[config.mk]
export PLATFORM = sky130hd
export DESIGN_NAME = port_a_mux
export DESIGN_NICKNAME = d
export VERILOG_FILES = /design/src/cell_fifo.v /design/src/port_a_mux.v
export VERILOG_INCLUDE_DIRS = /design/src
export SDC_FILE = /design/constraint.sdc
export NUM_CORES = 1
export LEC_CHECK = 0
export BUFFER_PORTS_ARGS = -buffer_cell sky130_fd_sc_hd__buf_2
export CAP_MARGIN = 20
export CORE_MARGIN = 10
export CORE_UTILIZATION = 57
export CTS_BUF_LIST = sky130_fd_sc_hd__clkbuf_2 sky130_fd_sc_hd__clkbuf_4 sky130_fd_sc_hd__clkbuf_8
export CTS_CLUSTER_SIZE = 30
export DETAILED_ROUTE_END_ITERATION = 10
export GPL_TIMING_DRIVEN = 0
export PLACE_DENSITY = 0.8
export SETUP_SLACK_MARGIN = 0.05
export SKIP_LAST_GASP = 1
export SYNTH_ARGS = -nofsm -noshare
export SYNTH_HDL_FRONTEND = slang
export SYNTH_SLANG_ARGS = --single-unit
export TNS_END_PERCENT = 50
[constraint.sdc]
create_clock -name clk_sys -period 3.4 [get_ports clk_sys]
set_input_delay 0.34 -clock clk_sys [delete_from_list [all_inputs] [get_ports clk_sys]]
set_output_delay 0.34 -clock clk_sys [all_outputs]
set_load 0.02 [all_outputs]
[src/port_a_mux_defs.vh]
`ifndef PORT_A_MUX_DEFS_VH
`define PORT_A_MUX_DEFS_VH
// protocol select codes
`define PROTO_GPIO 3'h0
`define PROTO_CELL_MASTER 3'h1
`define PROTO_CELL_SLAVE 3'h2
`define PROTO_CELL_MPHY 3'h3
`define PROTO_MII 3'h4
`define PROTO_HDLC 3'h5
// cell framing
`define CELL_BYTES 6'd53
`define CELL_LAST 6'd52
`define CELL_FIRST 6'd0
`define CELL_FLAG 8
`define IDLE_BYTE 8'h00
`define IDLE_HDR 8'h01
// fifo
`define FIFO_DEPTH 4
`define FIFO_WIDTH 9
`endif
[src/cell_fifo.v]
`timescale 1ns/1ps
module cell_fifo #(
  parameter WIDTH = 9,
  parameter DEPTH = 4,
  parameter AW = 2
) (
  // clock and reset
  input wire clk_sys,
  input wire rst,
  // fill side
  input wire in_valid,
  output wire in_ready,
  input wire [WIDTH-1:0] in_data,
  // drain side
  output wire out_valid,
  input wire out_ready,
  output reg [WIDTH-1:0] out_data,
  // level
  output wire [AW:0] level
);
  // ==========================================
  // storage
  reg [WIDTH-1:0] mem [0:DEPTH-1];
  reg [AW-1:0] wr_q;
  reg [AW-1:0] rd_q;
  reg [AW:0] cnt_q;
  reg out_v_q;
  wire push;
  wire pop;
  wire load;
  wire [31:0] level_w;
  assign level_w = {{(31-AW){1'b0}}, cnt_q};
  assign in_ready = (level_w != DEPTH);
  assign push = in_valid && in_ready;
  assign load = (cnt_q != {(AW+1){1'b0}}) && (!out_v_q || out_ready);
  assign pop = load;
  assign out_valid = out_v_q;
  assign level = cnt_q;
  always @(posedge clk_sys) begin
    if (push) begin
      mem[wr_q] <= in_data;
    end
  end
  always @(posedge clk_sys or posedge rst) begin
    if (rst) begin
      wr_q <= {AW{1'b0}};
      rd_q <= {AW{1'b0}};
      cnt_q <= {(AW+1){1'b0}};
      out_v_q <= 1'b0;
      out_data <= {WIDTH{1'b0}};
    end else begin
      if (push) begin
        wr_q <= wr_q + 1'b1;
      end
      if (pop) begin
        rd_q <= rd_q + 1'b1;
        out_data <= mem[rd_q];
        out_v_q <= 1'b1;
      end else if (out_ready) begin
        out_v_q <= 1'b0;
      end
      if (push && !pop) begin
        cnt_q <= cnt_q + 1'b1;
      end else if (pop && !push) begin
        cnt_q <= cnt_q - 1'b1;
      end
    end
  end
endmodule

[src/port_a_mux.v]
`timescale 1ns/1ps
`include "port_a_mux_defs.vh"
module port_a_mux #(
  parameter FIFO_DEPTH = `FIFO_DEPTH,
  parameter FIFO_AW = 2
) (
  // clock and reset
  input wire clk_sys,
  input wire rst,
  // protocol select
  input wire [2:0] proto_sel,
  // general-purpose io for the four lines, bit 0 is line 28
  input wire [3:0] gpio_out,
  input wire [3:0] gpio_dir,
  output reg [3:0] gpio_in,
  // pins, output enable low while driving
  input wire port_a_bit31_i,
  output reg port_a_bit31_o,
  output reg port_a_bit31_oe_n,
  input wire port_a_bit30_i,
  output reg port_a_bit30_o,
  output reg port_a_bit30_oe_n,
  input wire port_a_bit29_i,
  output reg port_a_bit29_o,
  output reg port_a_bit29_oe_n,
  input wire port_a_bit28_i,
  output reg port_a_bit28_o,
  output reg port_a_bit28_oe_n,
  // transmit cell byte stream into the fifo
  input wire tx_cell_valid,
  output wire tx_cell_ready,
  input wire [7:0] tx_cell_data,
  input wire tx_cell_first,
  // transmit data toward the link
  output reg [7:0] tx_data,
  // slave side room for a whole cell
  input wire slave_room,
  output reg slave_tx_enable,
  // receive control
  input wire rx_want,
  output reg rx_sample,
  // mii controller
  input wire mii_tx_active,
  input wire mii_tx_error,
  output reg mii_collision,
  output reg mii_carrier,
  // hdlc controller
  input wire hdlc_request,
  input wire clear_to_send_n,
  output reg hdlc_granted,
  // link status
  output reg peer_cell_avail
);
  // ==========================================
  // mode decode
  function is_cell_master;
    input [2:0] p;
    begin
      is_cell_master = (p == `PROTO_CELL_MASTER) || (p == `PROTO_CELL_MPHY);
    end
  endfunction

  wire master_mode;
  wire slave_mode;
  wire mii_mode;
  wire hdlc_mode;
  assign master_mode = is_cell_master(proto_sel);
  assign slave_mode = (proto_sel == `PROTO_CELL_SLAVE);
  assign mii_mode = (proto_sel == `PROTO_MII);
  assign hdlc_mode = (proto_sel == `PROTO_HDLC);

  // ==========================================
  // transmit fifo
  wire f_valid;
  wire f_ready;
  wire [8:0] f_data;
  cell_fifo #(
    .WIDTH(`FIFO_WIDTH),
    .DEPTH(FIFO_DEPTH),
    .AW(FIFO_AW)
  ) u_fifo (
    .clk_sys(clk_sys),
    .rst(rst),
    .in_valid(tx_cell_valid),
    .in_ready(tx_cell_ready),
    .in_data({tx_cell_first, tx_cell_data}),
    .out_valid(f_valid),
    .out_ready(f_ready),
    .out_data(f_data),
    .level()
  );

  // ==========================================
  // cell transmit sequencer
  localparam ST_WAIT = 2'd0;
  localparam ST_DATA = 2'd1;
  localparam ST_IDLE = 2'd2;

  reg [1:0] st_q;
  reg [1:0] st_d;
  reg [5:0] cnt_q;
  reg [5:0] cnt_d;
  reg tx_en_q;
  reg tx_soc_q;
  reg peer_clav;
  reg send_byte;
  reg take_fifo;

  // a cell only starts once the peer has room; queued data wins over idle
  always @* begin
    st_d = st_q;
    cnt_d = cnt_q;
    send_byte = 1'b0;
    take_fifo = 1'b0;
    case (st_q)
      ST_WAIT: begin
        if (master_mode && peer_clav) begin
          cnt_d = `CELL_FIRST;
          if (f_valid && f_data[`CELL_FLAG]) begin
            st_d = ST_DATA;
          end else begin
            st_d = ST_IDLE;
          end
        end
      end
      ST_DATA: begin
        if (f_valid) begin
          send_byte = 1'b1;
          take_fifo = 1'b1;
          cnt_d = cnt_q + 6'd1;
          if (cnt_q == `CELL_LAST) begin
            st_d = ST_WAIT;
          end
        end
      end
      ST_IDLE: begin
        send_byte = 1'b1;
        cnt_d = cnt_q + 6'd1;
        if (cnt_q == `CELL_LAST) begin
          st_d = ST_WAIT;
        end
      end
      default: begin
        st_d = ST_WAIT;
      end
    endcase
    if (!master_mode) begin
      st_d = ST_WAIT;
    end
  end

  // drop stray bytes that do not begin a cell while waiting
  assign f_ready = take_fifo || (st_q == ST_WAIT && f_valid && !f_data[`CELL_FLAG]);

  always @(posedge clk_sys or posedge rst) begin
    if (rst) begin
      st_q <= ST_WAIT;
      cnt_q <= 6'd0;
      tx_en_q <= 1'b0;
      tx_soc_q <= 1'b0;
      tx_data <= `IDLE_BYTE;
    end else begin
      st_q <= st_d;
      cnt_q <= cnt_d;
      tx_en_q <= send_byte;
      tx_soc_q <= send_byte && (cnt_q == `CELL_FIRST);
      if (send_byte) begin
        if (st_q == ST_DATA) begin
          tx_data <= f_data[7:0];
        end else if (cnt_q == `CELL_FIRST) begin
          tx_data <= `IDLE_HDR;
        end else begin
          tx_data <= `IDLE_BYTE;
        end
      end
    end
  end

  // ==========================================
  // receive enable
  reg rx_en_q;
  always @(posedge clk_sys or posedge rst) begin
    if (rst) begin
      rx_en_q <= 1'b0;
      rx_sample <= 1'b0;
    end else begin
      rx_en_q <= master_mode && rx_want;
      // master sample slot follows an enable cycle only; in slave mode it follows line 28
      rx_sample <= master_mode ? rx_en_q : (slave_mode && port_a_bit28_i);
    end
  end

  // ==========================================
  // mii transmit and line status
  reg mii_en_q;
  reg mii_er_q;
  always @(posedge clk_sys or posedge rst) begin
    if (rst) begin
      mii_en_q <= 1'b0;
      mii_er_q <= 1'b0;
      mii_collision <= 1'b0;
      mii_carrier <= 1'b0;
    end else begin
      mii_en_q <= mii_mode && mii_tx_active;
      mii_er_q <= mii_mode && mii_tx_active && mii_tx_error;
      mii_collision <= mii_mode && port_a_bit31_i;
      mii_carrier <= mii_mode && port_a_bit30_i;
    end
  end

  // ==========================================
  // hdlc request-to-send
  reg rts_n_q;
  always @(posedge clk_sys or posedge rst) begin
    if (rst) begin
      rts_n_q <= 1'b1;
      hdlc_granted <= 1'b0;
    end else begin
      rts_n_q <= !(hdlc_mode && hdlc_request);
      hdlc_granted <= hdlc_mode && !rts_n_q && !clear_to_send_n;
    end
  end

  // ==========================================
  // cell handshakes in and pin sampling
  always @(posedge clk_sys or posedge rst) begin
    if (rst) begin
      slave_tx_enable <= 1'b0;
      peer_cell_avail <= 1'b0;
      gpio_in <= 4'h0;
    end else begin
      slave_tx_enable <= slave_mode && port_a_bit31_i;
      peer_cell_avail <= master_mode && port_a_bit30_i;
      gpio_in <= {port_a_bit31_i, port_a_bit30_i, port_a_bit29_i, port_a_bit28_i};
    end
  end

  always @* begin
    peer_clav = port_a_bit30_i;
  end

  // ==========================================
  // pin routing
  always @* begin
    port_a_bit31_o = gpio_out[3];
    port_a_bit31_oe_n = !gpio_dir[3];
    port_a_bit30_o = gpio_out[2];
    port_a_bit30_oe_n = !gpio_dir[2];
    port_a_bit29_o = gpio_out[1];
    port_a_bit29_oe_n = !gpio_dir[1];
    port_a_bit28_o = gpio_out[0];
    port_a_bit28_oe_n = !gpio_dir[0];
    case (proto_sel)
      `PROTO_CELL_MASTER, `PROTO_CELL_MPHY: begin
        port_a_bit31_o = tx_en_q;
        port_a_bit31_oe_n = 1'b0;
        port_a_bit30_o = 1'b0;
        port_a_bit30_oe_n = 1'b1;
        port_a_bit29_o = tx_soc_q;
        port_a_bit29_oe_n = 1'b0;
        port_a_bit28_o = rx_en_q;
        port_a_bit28_oe_n = 1'b0;
      end
      `PROTO_CELL_SLAVE: begin
        port_a_bit31_o = 1'b0;
        port_a_bit31_oe_n = 1'b1;
        port_a_bit30_o = slave_room;
        port_a_bit30_oe_n = 1'b0;
        port_a_bit28_o = 1'b0;
        port_a_bit28_oe_n = 1'b1;
      end
      `PROTO_MII: begin
        port_a_bit31_o = 1'b0;
        port_a_bit31_oe_n = 1'b1;
        port_a_bit30_o = 1'b0;
        port_a_bit30_oe_n = 1'b1;
        port_a_bit29_o = mii_er_q;
        port_a_bit29_oe_n = 1'b0;
        port_a_bit28_o = mii_en_q;
        port_a_bit28_oe_n = 1'b0;
      end
      `PROTO_HDLC: begin
        port_a_bit30_o = rts_n_q;
        port_a_bit30_oe_n = 1'b0;
      end
      default: begin
        port_a_bit31_oe_n = !gpio_dir[3];
      end
    endcase
  end
endmodule

==> results of run 1 <==
-- cell usage in the layout (no fill, tap or decap), types with 2 or more instances in the layout --
cell	n
edfxtp_1	36
and2_1	4
clkbuf_8	9
nand2_1	30
xor2_1	3
clkinv_4	2
a21oi_1	5
bufinv_16	2
inv_6	2
o31ai_1	2
ha_1	11
nor2b_1	2
inv_1	16
o221ai_1	2
mux4_2	9
a31oi_1	2
and3_1	10
buf_2	60
clkbuf_1	5
mux2i_1	7
dfrtp_1	48
xnor2_1	3
mux2_2	12
nand3_1	7
nor4_1	2
a211oi_1	3
o21ai_0	18
nand2b_1	5
nor2_1	8
-- worst min-delay path by stage --
stage                   startpoint              endpoint  cells after the start
global placement    port_a_bit29_i  gpio_in[1]$_DFF_PP0_                      1
finish              port_a_bit29_i  gpio_in[1]$_DFF_PP0_                      1
floorplan           port_a_bit28_i  gpio_in[0]$_DFF_PP0_                      0
global route        port_a_bit29_i  gpio_in[1]$_DFF_PP0_                      1
CTS                 port_a_bit29_i  gpio_in[1]$_DFF_PP0_                      1
detailed placement             rst  gpio_in[1]$_DFF_PP0_                      2
-- repair_timing --
item | 4_1_cts | 5_1_grt
endpoints found under the setup margin | 0 | 0
hold endpoints to repair | 13 | 0
setup buffers | 0 | 0
hold buffers | 1 | 0
-- sequential cells by signal, summed over array words and instances, names as in the netlist, 2 cells and up --
name / flops
u_fifo.mem: 36
u_fifo.out_data: 9
tx_data: 8
cnt_q: 6
gpio_in: 4
u_fifo.level: 3
st_q: 2
u_fifo.rd_q: 2
u_fifo.wr_q: 2
-- worst max-delay path: stages, from the launching register on --
cell      delay [ns]
dfrtp_1         0.42
inv_1           0.10
ha_1            0.27
nand2b_1        0.10
a31oi_1         0.28
buf_2           0.30
inv_1           0.08
ha_1            0.23
inv_1           0.08
fa_1            0.40
mux2_2          0.27
-- layer usage --
| layer | up-vias | GRT usage [%] | share of wire (%) |
|---|---|---|---|
| met1 | 1107 | 17.0 | 43 |
| met5 | - | 0 | 0 |
| li1 | 1108 | - | - |
| met4 | 0 | 5.65 | 1.4 |
| met3 | 9 | 5.70 | 9.1 |
| met2 | 74 | 22.5 | 47 |
-- cell type report --
| class | count | area, um2 |
|---|---|---|
| Buffer | 9 | 47.5 |
| Clock buffer | 9 | 124 |
| Clock inverter | 6 | 95.1 |
| Fill cell | 474 | 1990 |
| Inverter | 17 | 63.8 |
| Multi-Input combinational cell | 158 | 1230 |
| Sequential cell | 85 | 2310 |
| Tap cell | 77 | 96.3 |
| Timing Repair Buffer | 60 | 320 |
-- cells by family (layout without fill, tap and decap cells) --
| kind of cell | after synthesis | count (layout) | synth area share [%] |
|---|---|---|---|
| multiplexers | 28 | 28 | 11.2 |
| buffers and inverters | 26 | 101 | 3.05 |
| XOR/XNOR | 6 | 6 | 1.44 |
| AO/OA/AOI/OAI | 39 | 39 | 6.68 |
| adder cells (fa/ha/maj) | 12 | 12 | 4.32 |
| AND/OR/NAND/NOR | 73 | 73 | 10.1 |
| flip-flops | 85 | 85 | 63.2 |
-- report_power, final --
part | switching (uW) | leakage, uW | internal, uW
sequential | 132 | 0.000952 | 1330
clock | 365 | 0.000110 | 417
combinational | 612 | 0.000868 | 561
total | 1110 | 0.00193 | 2310
-- through the flow --
stage                     std cells  hold slack, ns
final                           421          0.0927
after global routing            421          0.0755
after CTS                       421          0.0882
after detailed placement        405           0.322
after global placement          404           0.450
after floorplan                 269           0.371
==> results.md, run 1 <==
* Final Setup Violations at 0
* Drt pass-1 iters at 4
* Largest net degree at the start of global routing at 37
* Post-cts sizing count at 0
* Final Hold Fails at 0
* Post-synthesis sequential area ratio at 63.2%
* Post-route DRC at 0
* Worst setup EP type: register
* Syn_area_per_cell at 13.6 um2
* Worst EP required at roughly 3.6 ns
* I/O pin total at 60
* Top cells by area, synth: dfrtp_1, edfxtp_1, mux4_2
* Max frequency at ~0.38 GHz
* Vias per Instance at 5.46
* CTS Root Cell: clkbuf_8
* Die area at 0.0100 mm2
* Status: finished, final reports clean
* Pwr Density at 797 mW/mm2
* CP endpoint: u_fifo.level[1]$_DFFE_PP0P_
* IO buf count at 58
* Fin crit period at approximately 2.6 ns
* Max_cap viols at 0
* Post-Synthesis Cell Area at roughly 0.0037 mm2
* Max FO, Critical Path at 10
* Final Net Count at a little under 400
* Unrepaired setup endpoints after global routing: no
* Total GRT Usage at around 14%
* Cell variety after synth at ~40
* Routed Antenna Nets at 0
* Yosys top cell by area: dfrtp_1
* Routed vias at ~2300
* Ys flop type: dfrtp_1
* CP Launch Point: st_q[0]$_DFFE_PP0P_
* Slew Limit Headroom at between 60% and 70%
* Setup TNS Final at 0 ns
* PnR worst setup slack at approximately 0.77 ns
* Cell area after layout at 0.00429 mm2
* Ys async rst share at 57.6%
* DRT iter0 DRCs at 109
* Clock latency at the later pin of the worst-skew pair at 0.35 ns
* Initial antenna violation count at 0
* FF-to-FF End: u_fifo.level[1]$_DFFE_PP0P_
* Worst slew pin tran at around 0.57 ns
* Leak Pwr at between 0.0015 and 0.002 uW
* Flops & latches, synth at 85
* Final period utilization at about 77%
* Antenna diode count at 0
* Starting Density at 58.2%
* Total CTS buffers at 9
* H-tree depth at 3
* Grt ovf at 0
* Pre-CTS WS at 0.761 ns
* Crit Path Class: register to register
* Worst Skew at 0.0103 ns
* Worst Reg-to-Reg Cells at 10
* Synth warn at 0
* Chip height at 100 um
* Number of synthesized flops with an enable pin at 36
* Gate Count Post-Synth at 269
* Area Overhead vs Synth at 17.4%
* Detailed Place HPWL at 5.02 mm
* Core area at 0.00628 mm2
* CP Data Arrival Time at 2.87 ns
* Fin util at between 60% and 70%
* Most frequent cell after synthesis: dfrtp_1
* Syn nets at approximately 310
* HP Class: input pin to register
* Clk sinks at 85
* Dpl cell area at 0.00406 mm2
* R2r setup slk at 0.77 ns
* Commonest cells in the netlist: dfrtp_1, edfxtp_1, nand2_1, o21ai_0, inv_1
* Routed wire length per instance at 16.4 um
* Chip Width at 100 um
* Worst Setup Start Kind: register
* Global-route wire length before repair at 11.3 mm
* Clk slew on worst S/H paths at 0.09 ns
* Clk buf depth at 2
* Post-Route WL at 6.90 mm
* Reg2reg start: st_q[0]$_DFFE_PP0P_
* Maximum VDD drop at 0.663 mV
* TritonCTS clock tree: yes
* # rows at 29
* Tot Pwr at 3420 uW
* Layout cell share with drive strength beyond 1 at 30.2%
* Vias in the first global route at around 2300
* Top cell type's share of synthesized area at 32.9%
* RePlAce Congestion at 0.858
* Slew Limit Fails at 0
Power figures use the tool's default switching activity.
==> run 2, diff against run 1 <==
Clock period 3.4 ns to 2.45 ns, I/O delays scaled along.
==> results.md, run 2 (synthesis results as in run 1) <==
* Status: finished, final reports clean
* Most flop-heavy register: u_fifo.mem
* Final Setup Violations at 0 (unchanged)
* Post-Route WL at 7.18 mm (+4.0%)
* Gr busiest metal: met2
* Total GRT Usage at 14.4% (+0.20 points)
* Grt ovf at 0 (unchanged)
* Reg power frac at 40.7% (-2.1 points)
* Maximum VDD drop at 0.969 mV (+46%)
* Fin crit period at 2.32 ns (-0.313 ns)
* Pwr Density at 1140 mW/mm2 (+43%)
* Vias in the first global route at 2313 (+0.83%)
* Tot Pwr at 5010 uW (+46%)
* Final non-filler cell total at 430 (+2.1%)
* Routed vias at 2349 (+2.2%)
* Worst slew pin tran at 0.572 ns (-0.0000968 ns)
* GR Util met3 at 5.56% (-0.14 points)
* TritonCTS clock tree: yes
* Most common cell after layout, fill and taps aside: buf_2
* Clk buf depth at 2 (unchanged)
* Largest net degree at the start of global routing at 37 (unchanged)
* Max reg flops at 36 (unchanged)
* Routed Antenna Nets at 0 (unchanged)
* Hold EP: gpio_in[3]$_DFF_PP0_
* Routed wire length per instance at 16.7 um (+1.8%)
* Starting Density at 58.2% (unchanged)
* CP Cell Sequence: inv_2 -> ha_1 -> buf_6 -> inv_4 -> a31oi_4 -> buf_6 -> inv_1 -> ha_1 -> inv_1 -> fa_2 -> mux2_2
* Fin util at 70.2% (+1.9 points)
* DRT iter0 DRCs at 115 (+5.5%)
* Worst hold margin at 0.0360 ns (-0.0567 ns)
* Post-route DRC at 0 (unchanged)
* Max FO, Critical Path at 10 (unchanged)
* RePlAce Congestion at 0.858 (unchanged)
* Worst hold path startpoint: port_a_bit31_i
* Regs by FF count: u_fifo.mem (36), u_fifo.out_data (9), tx_data (8)
* Die area at 0.0100 mm2 (unchanged)
* Worst Reg-to-Reg Cells at 11 (+1)
* Detailed Place HPWL at 5.02 mm (unchanged)
* Crit Path Class: register to register
* Most frequent cells in the layout: buf_2, dfrtp_1, edfxtp_1, nand2_1, o21ai_0
* FF-to-FF End: u_fifo.level[1]$_DFFE_PP0P_
* IO buf count at 58 (unchanged)
* Antenna diode count at 0 (unchanged)
* CP peak stage delay at 0.42 ns (about the same)
* Met2 Use GR at 23.0% (+0.50 points)
* Total CTS buffers at 9 (unchanged)
* Drt pass-1 iters at 4 (unchanged)
* Final Net Count at 394 (+2.3%)
* Leak Pwr at 0.00198 uW (+2.6%)
* Core area at 0.00628 mm2 (unchanged)
* Max_cap viols at 0 (unchanged)
* Combinational share of power at 37.6% (+3.3 points)
* HP Class: input pin to register
* Vias per Instance at 5.46 (about the same)
* Reg2reg start: st_q[1]$_DFFE_PP0P_
* CP Data Arrival Time at 2.55 ns (-0.32 ns)
* I/O pin total at 60 (unchanged)
* Final Hold Fails at 0 (unchanged)
* Clock latency at the later pin of the worst-skew pair at 0.35 ns (about the same)
* CTS Root Cell: clkbuf_8
* Worst setup EP type: register
* Hold Path Depth at 1 (unchanged)
* Initial antenna violation count at 0 (unchanged)
* Max frequency at 0.431 GHz (+14%)
* Clk sinks at 85 (unchanged)
* Switching share of power at 32.4% (-0.070 points)
* Internal at 3380 uW (+47%)
* Area Overhead vs Synth at 20.6%
* R2r setup slk at 0.13 ns (-0.64 ns)
* H-tree depth at 3 (unchanged)
* Slew Limit Fails at 0 (unchanged)
* Chip Width at 100 um (unchanged)
* # rows at 29 (unchanged)
* Worst Skew at 0.0107 ns (+0.000418 ns)
* Worst Setup Start Kind: register
* Slew Limit Headroom at 61.8% (about the same)
* Placed cell count at 405 (unchanged)
* Switching power at 1620 uW (+46%)
* GR Layer Usage met1 at 17.3% (+0.26 points)
* Chip height at 100 um (unchanged)
* Clk slew on worst S/H paths at 0.08 ns (about the same)
* Unrepaired setup endpoints after global routing: yes
* Dpl cell area at 0.00406 mm2 (unchanged)
* Final period utilization at 94.7% (+17 points)
* CP max-delay cell: fa_2
* Global-route wire length before repair at 11.4 mm (+1.3%)
* Cell area after layout at 0.00440 mm2 (+2.7%)
* Layout cell share with drive strength beyond 1 at 33.1% (+2.9 points)
* Worst EP required at 2.68 ns (-0.96 ns)
* Clock group share of total power at 21.8% (-1.1 points)
-- run 2: changes by cell type in the layout (fill, tap and decap cells not counted), sizes merged --
cell	before	now
buf	63	70
dlygate4sd3	1	3
-- run 2: cell type report --
type                            count  area [um2]
Multi-Input combinational cell    158        1270
Fill cell                         450        1870
Timing Repair Buffer               69         393
Inverter                           17        66.3
Clock buffer                        9         124
Tap cell                           77        96.3
Buffer                              9        53.8
Clock inverter                      6        95.1
Sequential cell                    85        2310
-- run 2: power by group through the flow --
stage / clock, uW / combinational (uW) / sequential [uW]
finish: 1090 / 1880 / 2040
global route: 1160 / 2080 / 2070
CTS: 1110 / 1740 / 2030
detailed placement: 0 / 1640 / 2060
global placement: 0 / 1580 / 2040
floorplan: 0 / 1250 / 2050
-- run 2: per-layer routing --
layer | routed length (um) | part of all wire [%] | vias to the layer above
li1 | - | - | 1126
met1 | 3070 | 43 | 1142
met2 | 3430 | 48 | 74
met3 | 588 | 8.2 | 7
met4 | 90 | 1.3 | 0
met5 | 0 | 0 | -
-- run 2: critical path, delay by kind of cell, from the launching register on --
family | cells | cell delay (ns)
flops | 1 | 0.40
compound gates | 1 | 0.21
buf+inv | 6 | 0.54
mux | 1 | 0.27
fa+ha+maj | 3 | 0.78
-- run 2: repair_timing --
item | 4_1_cts | 5_1_grt
resized for setup | 6 | 5
hold buffers | 2 | 1
gates cloned | 0 | 0
pin swaps | 0 | 3
endpoints found under the hold margin | 14 | 1
endpoints found under the setup margin | 2 | 2
buffers inserted | 1 | 6
-- run 2: worst max path at each step --
stage,cells after the start,slack (ns),end,from
2_1_floorplan,11,0.06,u_fifo.level[1]$_DFFE_PP0P_,st_q[1]$_DFFE_PP0P_
3_3_place_gp,11,-0.12,u_fifo.level[1]$_DFFE_PP0P_,st_q[1]$_DFFE_PP0P_
3_5_place_dp,10,-0.19,u_fifo.level[1]$_DFFE_PP0P_,st_q[0]$_DFFE_PP0P_
4_1_cts,10,0.02,u_fifo.level[1]$_DFFE_PP0P_,st_q[0]$_DFFE_PP0P_
5_1_grt,11,0.03,u_fifo.level[1]$_DFFE_PP0P_,st_q[1]$_DFFE_PP0P_
6_report,11,0.13,u_fifo.level[1]$_DFFE_PP0P_,st_q[1]$_DFFE_PP0P_
-- run 2: metrics by stage --
step	TNS (ns)	setup slack, ns
after floorplan	0	0.0601
after global placement	-0.124	-0.124
after detailed placement	-0.273	-0.189
after CTS	0	0.0240
after global routing	0	0.0255
final	0	0.129
==> run 3, diff against run 2 <==
Settings changed: CORE_ASPECT_RATIO set to 0.8, CORE_MARGIN 10 to 2.
==> results.md, run 3 (synthesis results as in run 1) <==
* WP buf/inv at 5 (-1)
* DRT iter0 DRCs at 149 (+30%)
* I/O pin total at 60 (unchanged)
* Worst slew pin tran at 0.624 ns (+0.0515 ns)
* IO buf count at 58 (unchanged)
* TritonCTS clock tree: yes
* Placed cell count at 412 (+1.7%)
* Leak Pwr at 0.00196 uW (-1.1%)
* FF-to-FF End: u_fifo.level[2]$_DFFE_PP0P_
* Worst setup EP type: register
* Routed Antenna Nets at 0 (unchanged)
* Most frequent cells in the layout: buf_2, dfrtp_1, edfxtp_1, nand2_1, o21ai_0
* CP peak stage delay at 0.41 ns (about the same)
* Layout fillers at 448 (-0.44%)
* Vias per Instance at 5.34 (-2.3%)
* # rows at 26 (-10%)
* Final Hold Fails at 0 (unchanged)
* HP Class: input pin to register
* Final Setup Violations at 0 (unchanged)
* Final non-filler cell total at 438 (+1.9%)
* Most flop-heavy register: u_fifo.mem
* Slew Limit Fails at 0 (unchanged)
* Clk buf depth at 2 (unchanged)
* Worst path top cell family by delay: adder cells
* Worst Reg-to-Reg Cells at 12 (+1)
* Final Net Count at 394 (unchanged)
* Worst EP required at 2.71 ns (+0.03 ns)
* Grt ovf at 0 (unchanged)
* Fin util at 69.9% (-0.25 points)
* Routed wire length per instance at 15.3 um (-8.3%)
* CP Cell Sequence: ha_2 -> buf_6 -> inv_4 -> a31oi_4 -> buf_8 -> inv_1 -> ha_2 -> inv_1 -> fa_1 -> xor2_1 -> nor2_1 -> xor2_1
* Max reg flops at 36 (unchanged)
* Total GRT Usage at 20.0% (+5.6 points)
* Worst Skew at 0.00517 ns (-0.00553 ns)
* Pwr Density at 1120 mW/mm2 (-1.9%)
* Core area at 0.00628 mm2 (about the same)
* Slew Limit Headroom at 58.4% (-3.4 points)
* Vias in the first global route at 2127 (-8.0%)
* Detailed Place HPWL at 4.52 mm (-9.8%)
* Layout cell share with drive strength beyond 1 at 32.5% (-0.66 points)
* Total CTS buffers at 9 (unchanged)
* Routed vias at 2338 (-0.47%)
* Largest net degree at the start of global routing at 43 (+16%)
* Starting Density at 58.2% (about the same)
* CP endpoint: u_fifo.level[2]$_DFFE_PP0P_
* Clock latency at the later pin of the worst-skew pair at 0.34 ns (about the same)
* Area Overhead vs Synth at 20.2%
* RePlAce Congestion at 0.750 (-13%)
* Worst Setup Start Kind: register
* CP Data Arrival Time at 2.56 ns (about the same)
* Unrepaired setup endpoints after global routing: no
* Clk sinks at 85 (unchanged)
* Global-route wire length before repair at 10.4 mm (-8.8%)
* Maximum VDD drop at 0.658 mV (-32%)
* Drt pass-1 iters at 4 (unchanged)
* Max_cap viols at 0 (unchanged)
* H-tree depth at 3 (unchanged)
* Antenna diode count at 0 (unchanged)
* Max frequency at 0.435 GHz (+1.0%)
* Regs by FF count: u_fifo.mem (36), u_fifo.out_data (9), tx_data (8)
* CP Launch Point: st_q[0]$_DFFE_PP0P_
* Max FO, Critical Path at 10 (unchanged)
* CTS Root Cell: clkbuf_8
* Crit Path Class: register to register
* Hold Path Depth at 2 (+1)
* Area of the multi-input gates at 0.00127 mm2 (unchanged)
* R2r setup slk at 0.15 ns (+0.02 ns)
* Chip Width at 93.5 um (-6.5%)
* Chip height at 75.6 um (-24%)
* Post-Route WL at 6.71 mm (-6.6%)
* Final period utilization at 93.7% (-0.98 points)
* Initial antenna violation count at 0 (unchanged)
* Area occupied by registers at 0.00231 mm2 (unchanged)
* CP max-delay cell: dfrtp_1
* Die area at 0.00707 mm2 (-29%)
* Status: finished, final reports clean
* WP depth at 12 (+1)
* Fin crit period at 2.30 ns (-0.0239 ns)
* Most common cell after layout, fill and taps aside: buf_2
* Reg2reg start: st_q[0]$_DFFE_PP0P_
* Post-route DRC at 0 (unchanged)
* Clk slew on worst S/H paths at 0.08 ns (about the same)
[run 3: how the worst min path moves through the flow]
stage | start | end
after floorplan | port_a_bit28_i | gpio_in[0]$_DFF_PP0_
after global placement | port_a_bit29_i | gpio_in[1]$_DFF_PP0_
after detailed placement | rst | tx_data[2]$_DFFE_PP0P_
after CTS | port_a_bit28_i | gpio_in[0]$_DFF_PP0_
after global routing | clear_to_send_n | hdlc_granted$_DFF_PP0_
final | clear_to_send_n | hdlc_granted$_DFF_PP0_
[run 3: metrics by stage]
step	setup WS [ns]	hold WS [ns]	instance area, um2	power, uW	setup TNS [ns]
after floorplan	0.0601	0.276	3650	3290	0
after global placement	-0.215	0.356	4050	3640	-0.247
after detailed placement	-0.264	0.169	4070	3720	-0.368
after CTS	0.0158	0.00508	4310	4750	0
after global routing	0.0656	0.0215	4390	5210	0
final	0.153	0.0482	4390	4890	0
[run 3: metal layers]
layer	GRT usage [%]	up-vias	part of all wire [%]
met1	27.4	1141	45
met3	6.03	7	6.1
met4	5.39	0	0.92
li1	-	1120	-
met2	32.1	70	48
met5	0	-	0
[run 3: power breakdown]
| group | switching [uW] | internal (uW) |
|---|---|---|
| registers | 188 | 1850 |
| clock network | 472 | 464 |
| logic | 958 | 965 |
| total | 1620 | 3280 |
[run 3: layout make-up]
cell class              instances  area share (%)
plain buffers                   9            1.31
clock buffers                   9            2.82
clock inverters                 7            1.48
inverters                      17            1.51
multi-input cells             158            28.9
flip-flops and latches         85            52.6
well taps                      84            2.39
repair buffers                 69            9.01
[run 3: repair_timing]
item / in CTS / in global routing
buffers inserted: 1 / 5
pin swaps: 0 / 2
endpoints found under the setup margin: 2 / 2
resized for setup: 6 / 6
hold buffers: 2 / 2
endpoints found under the hold margin: 8 / 2
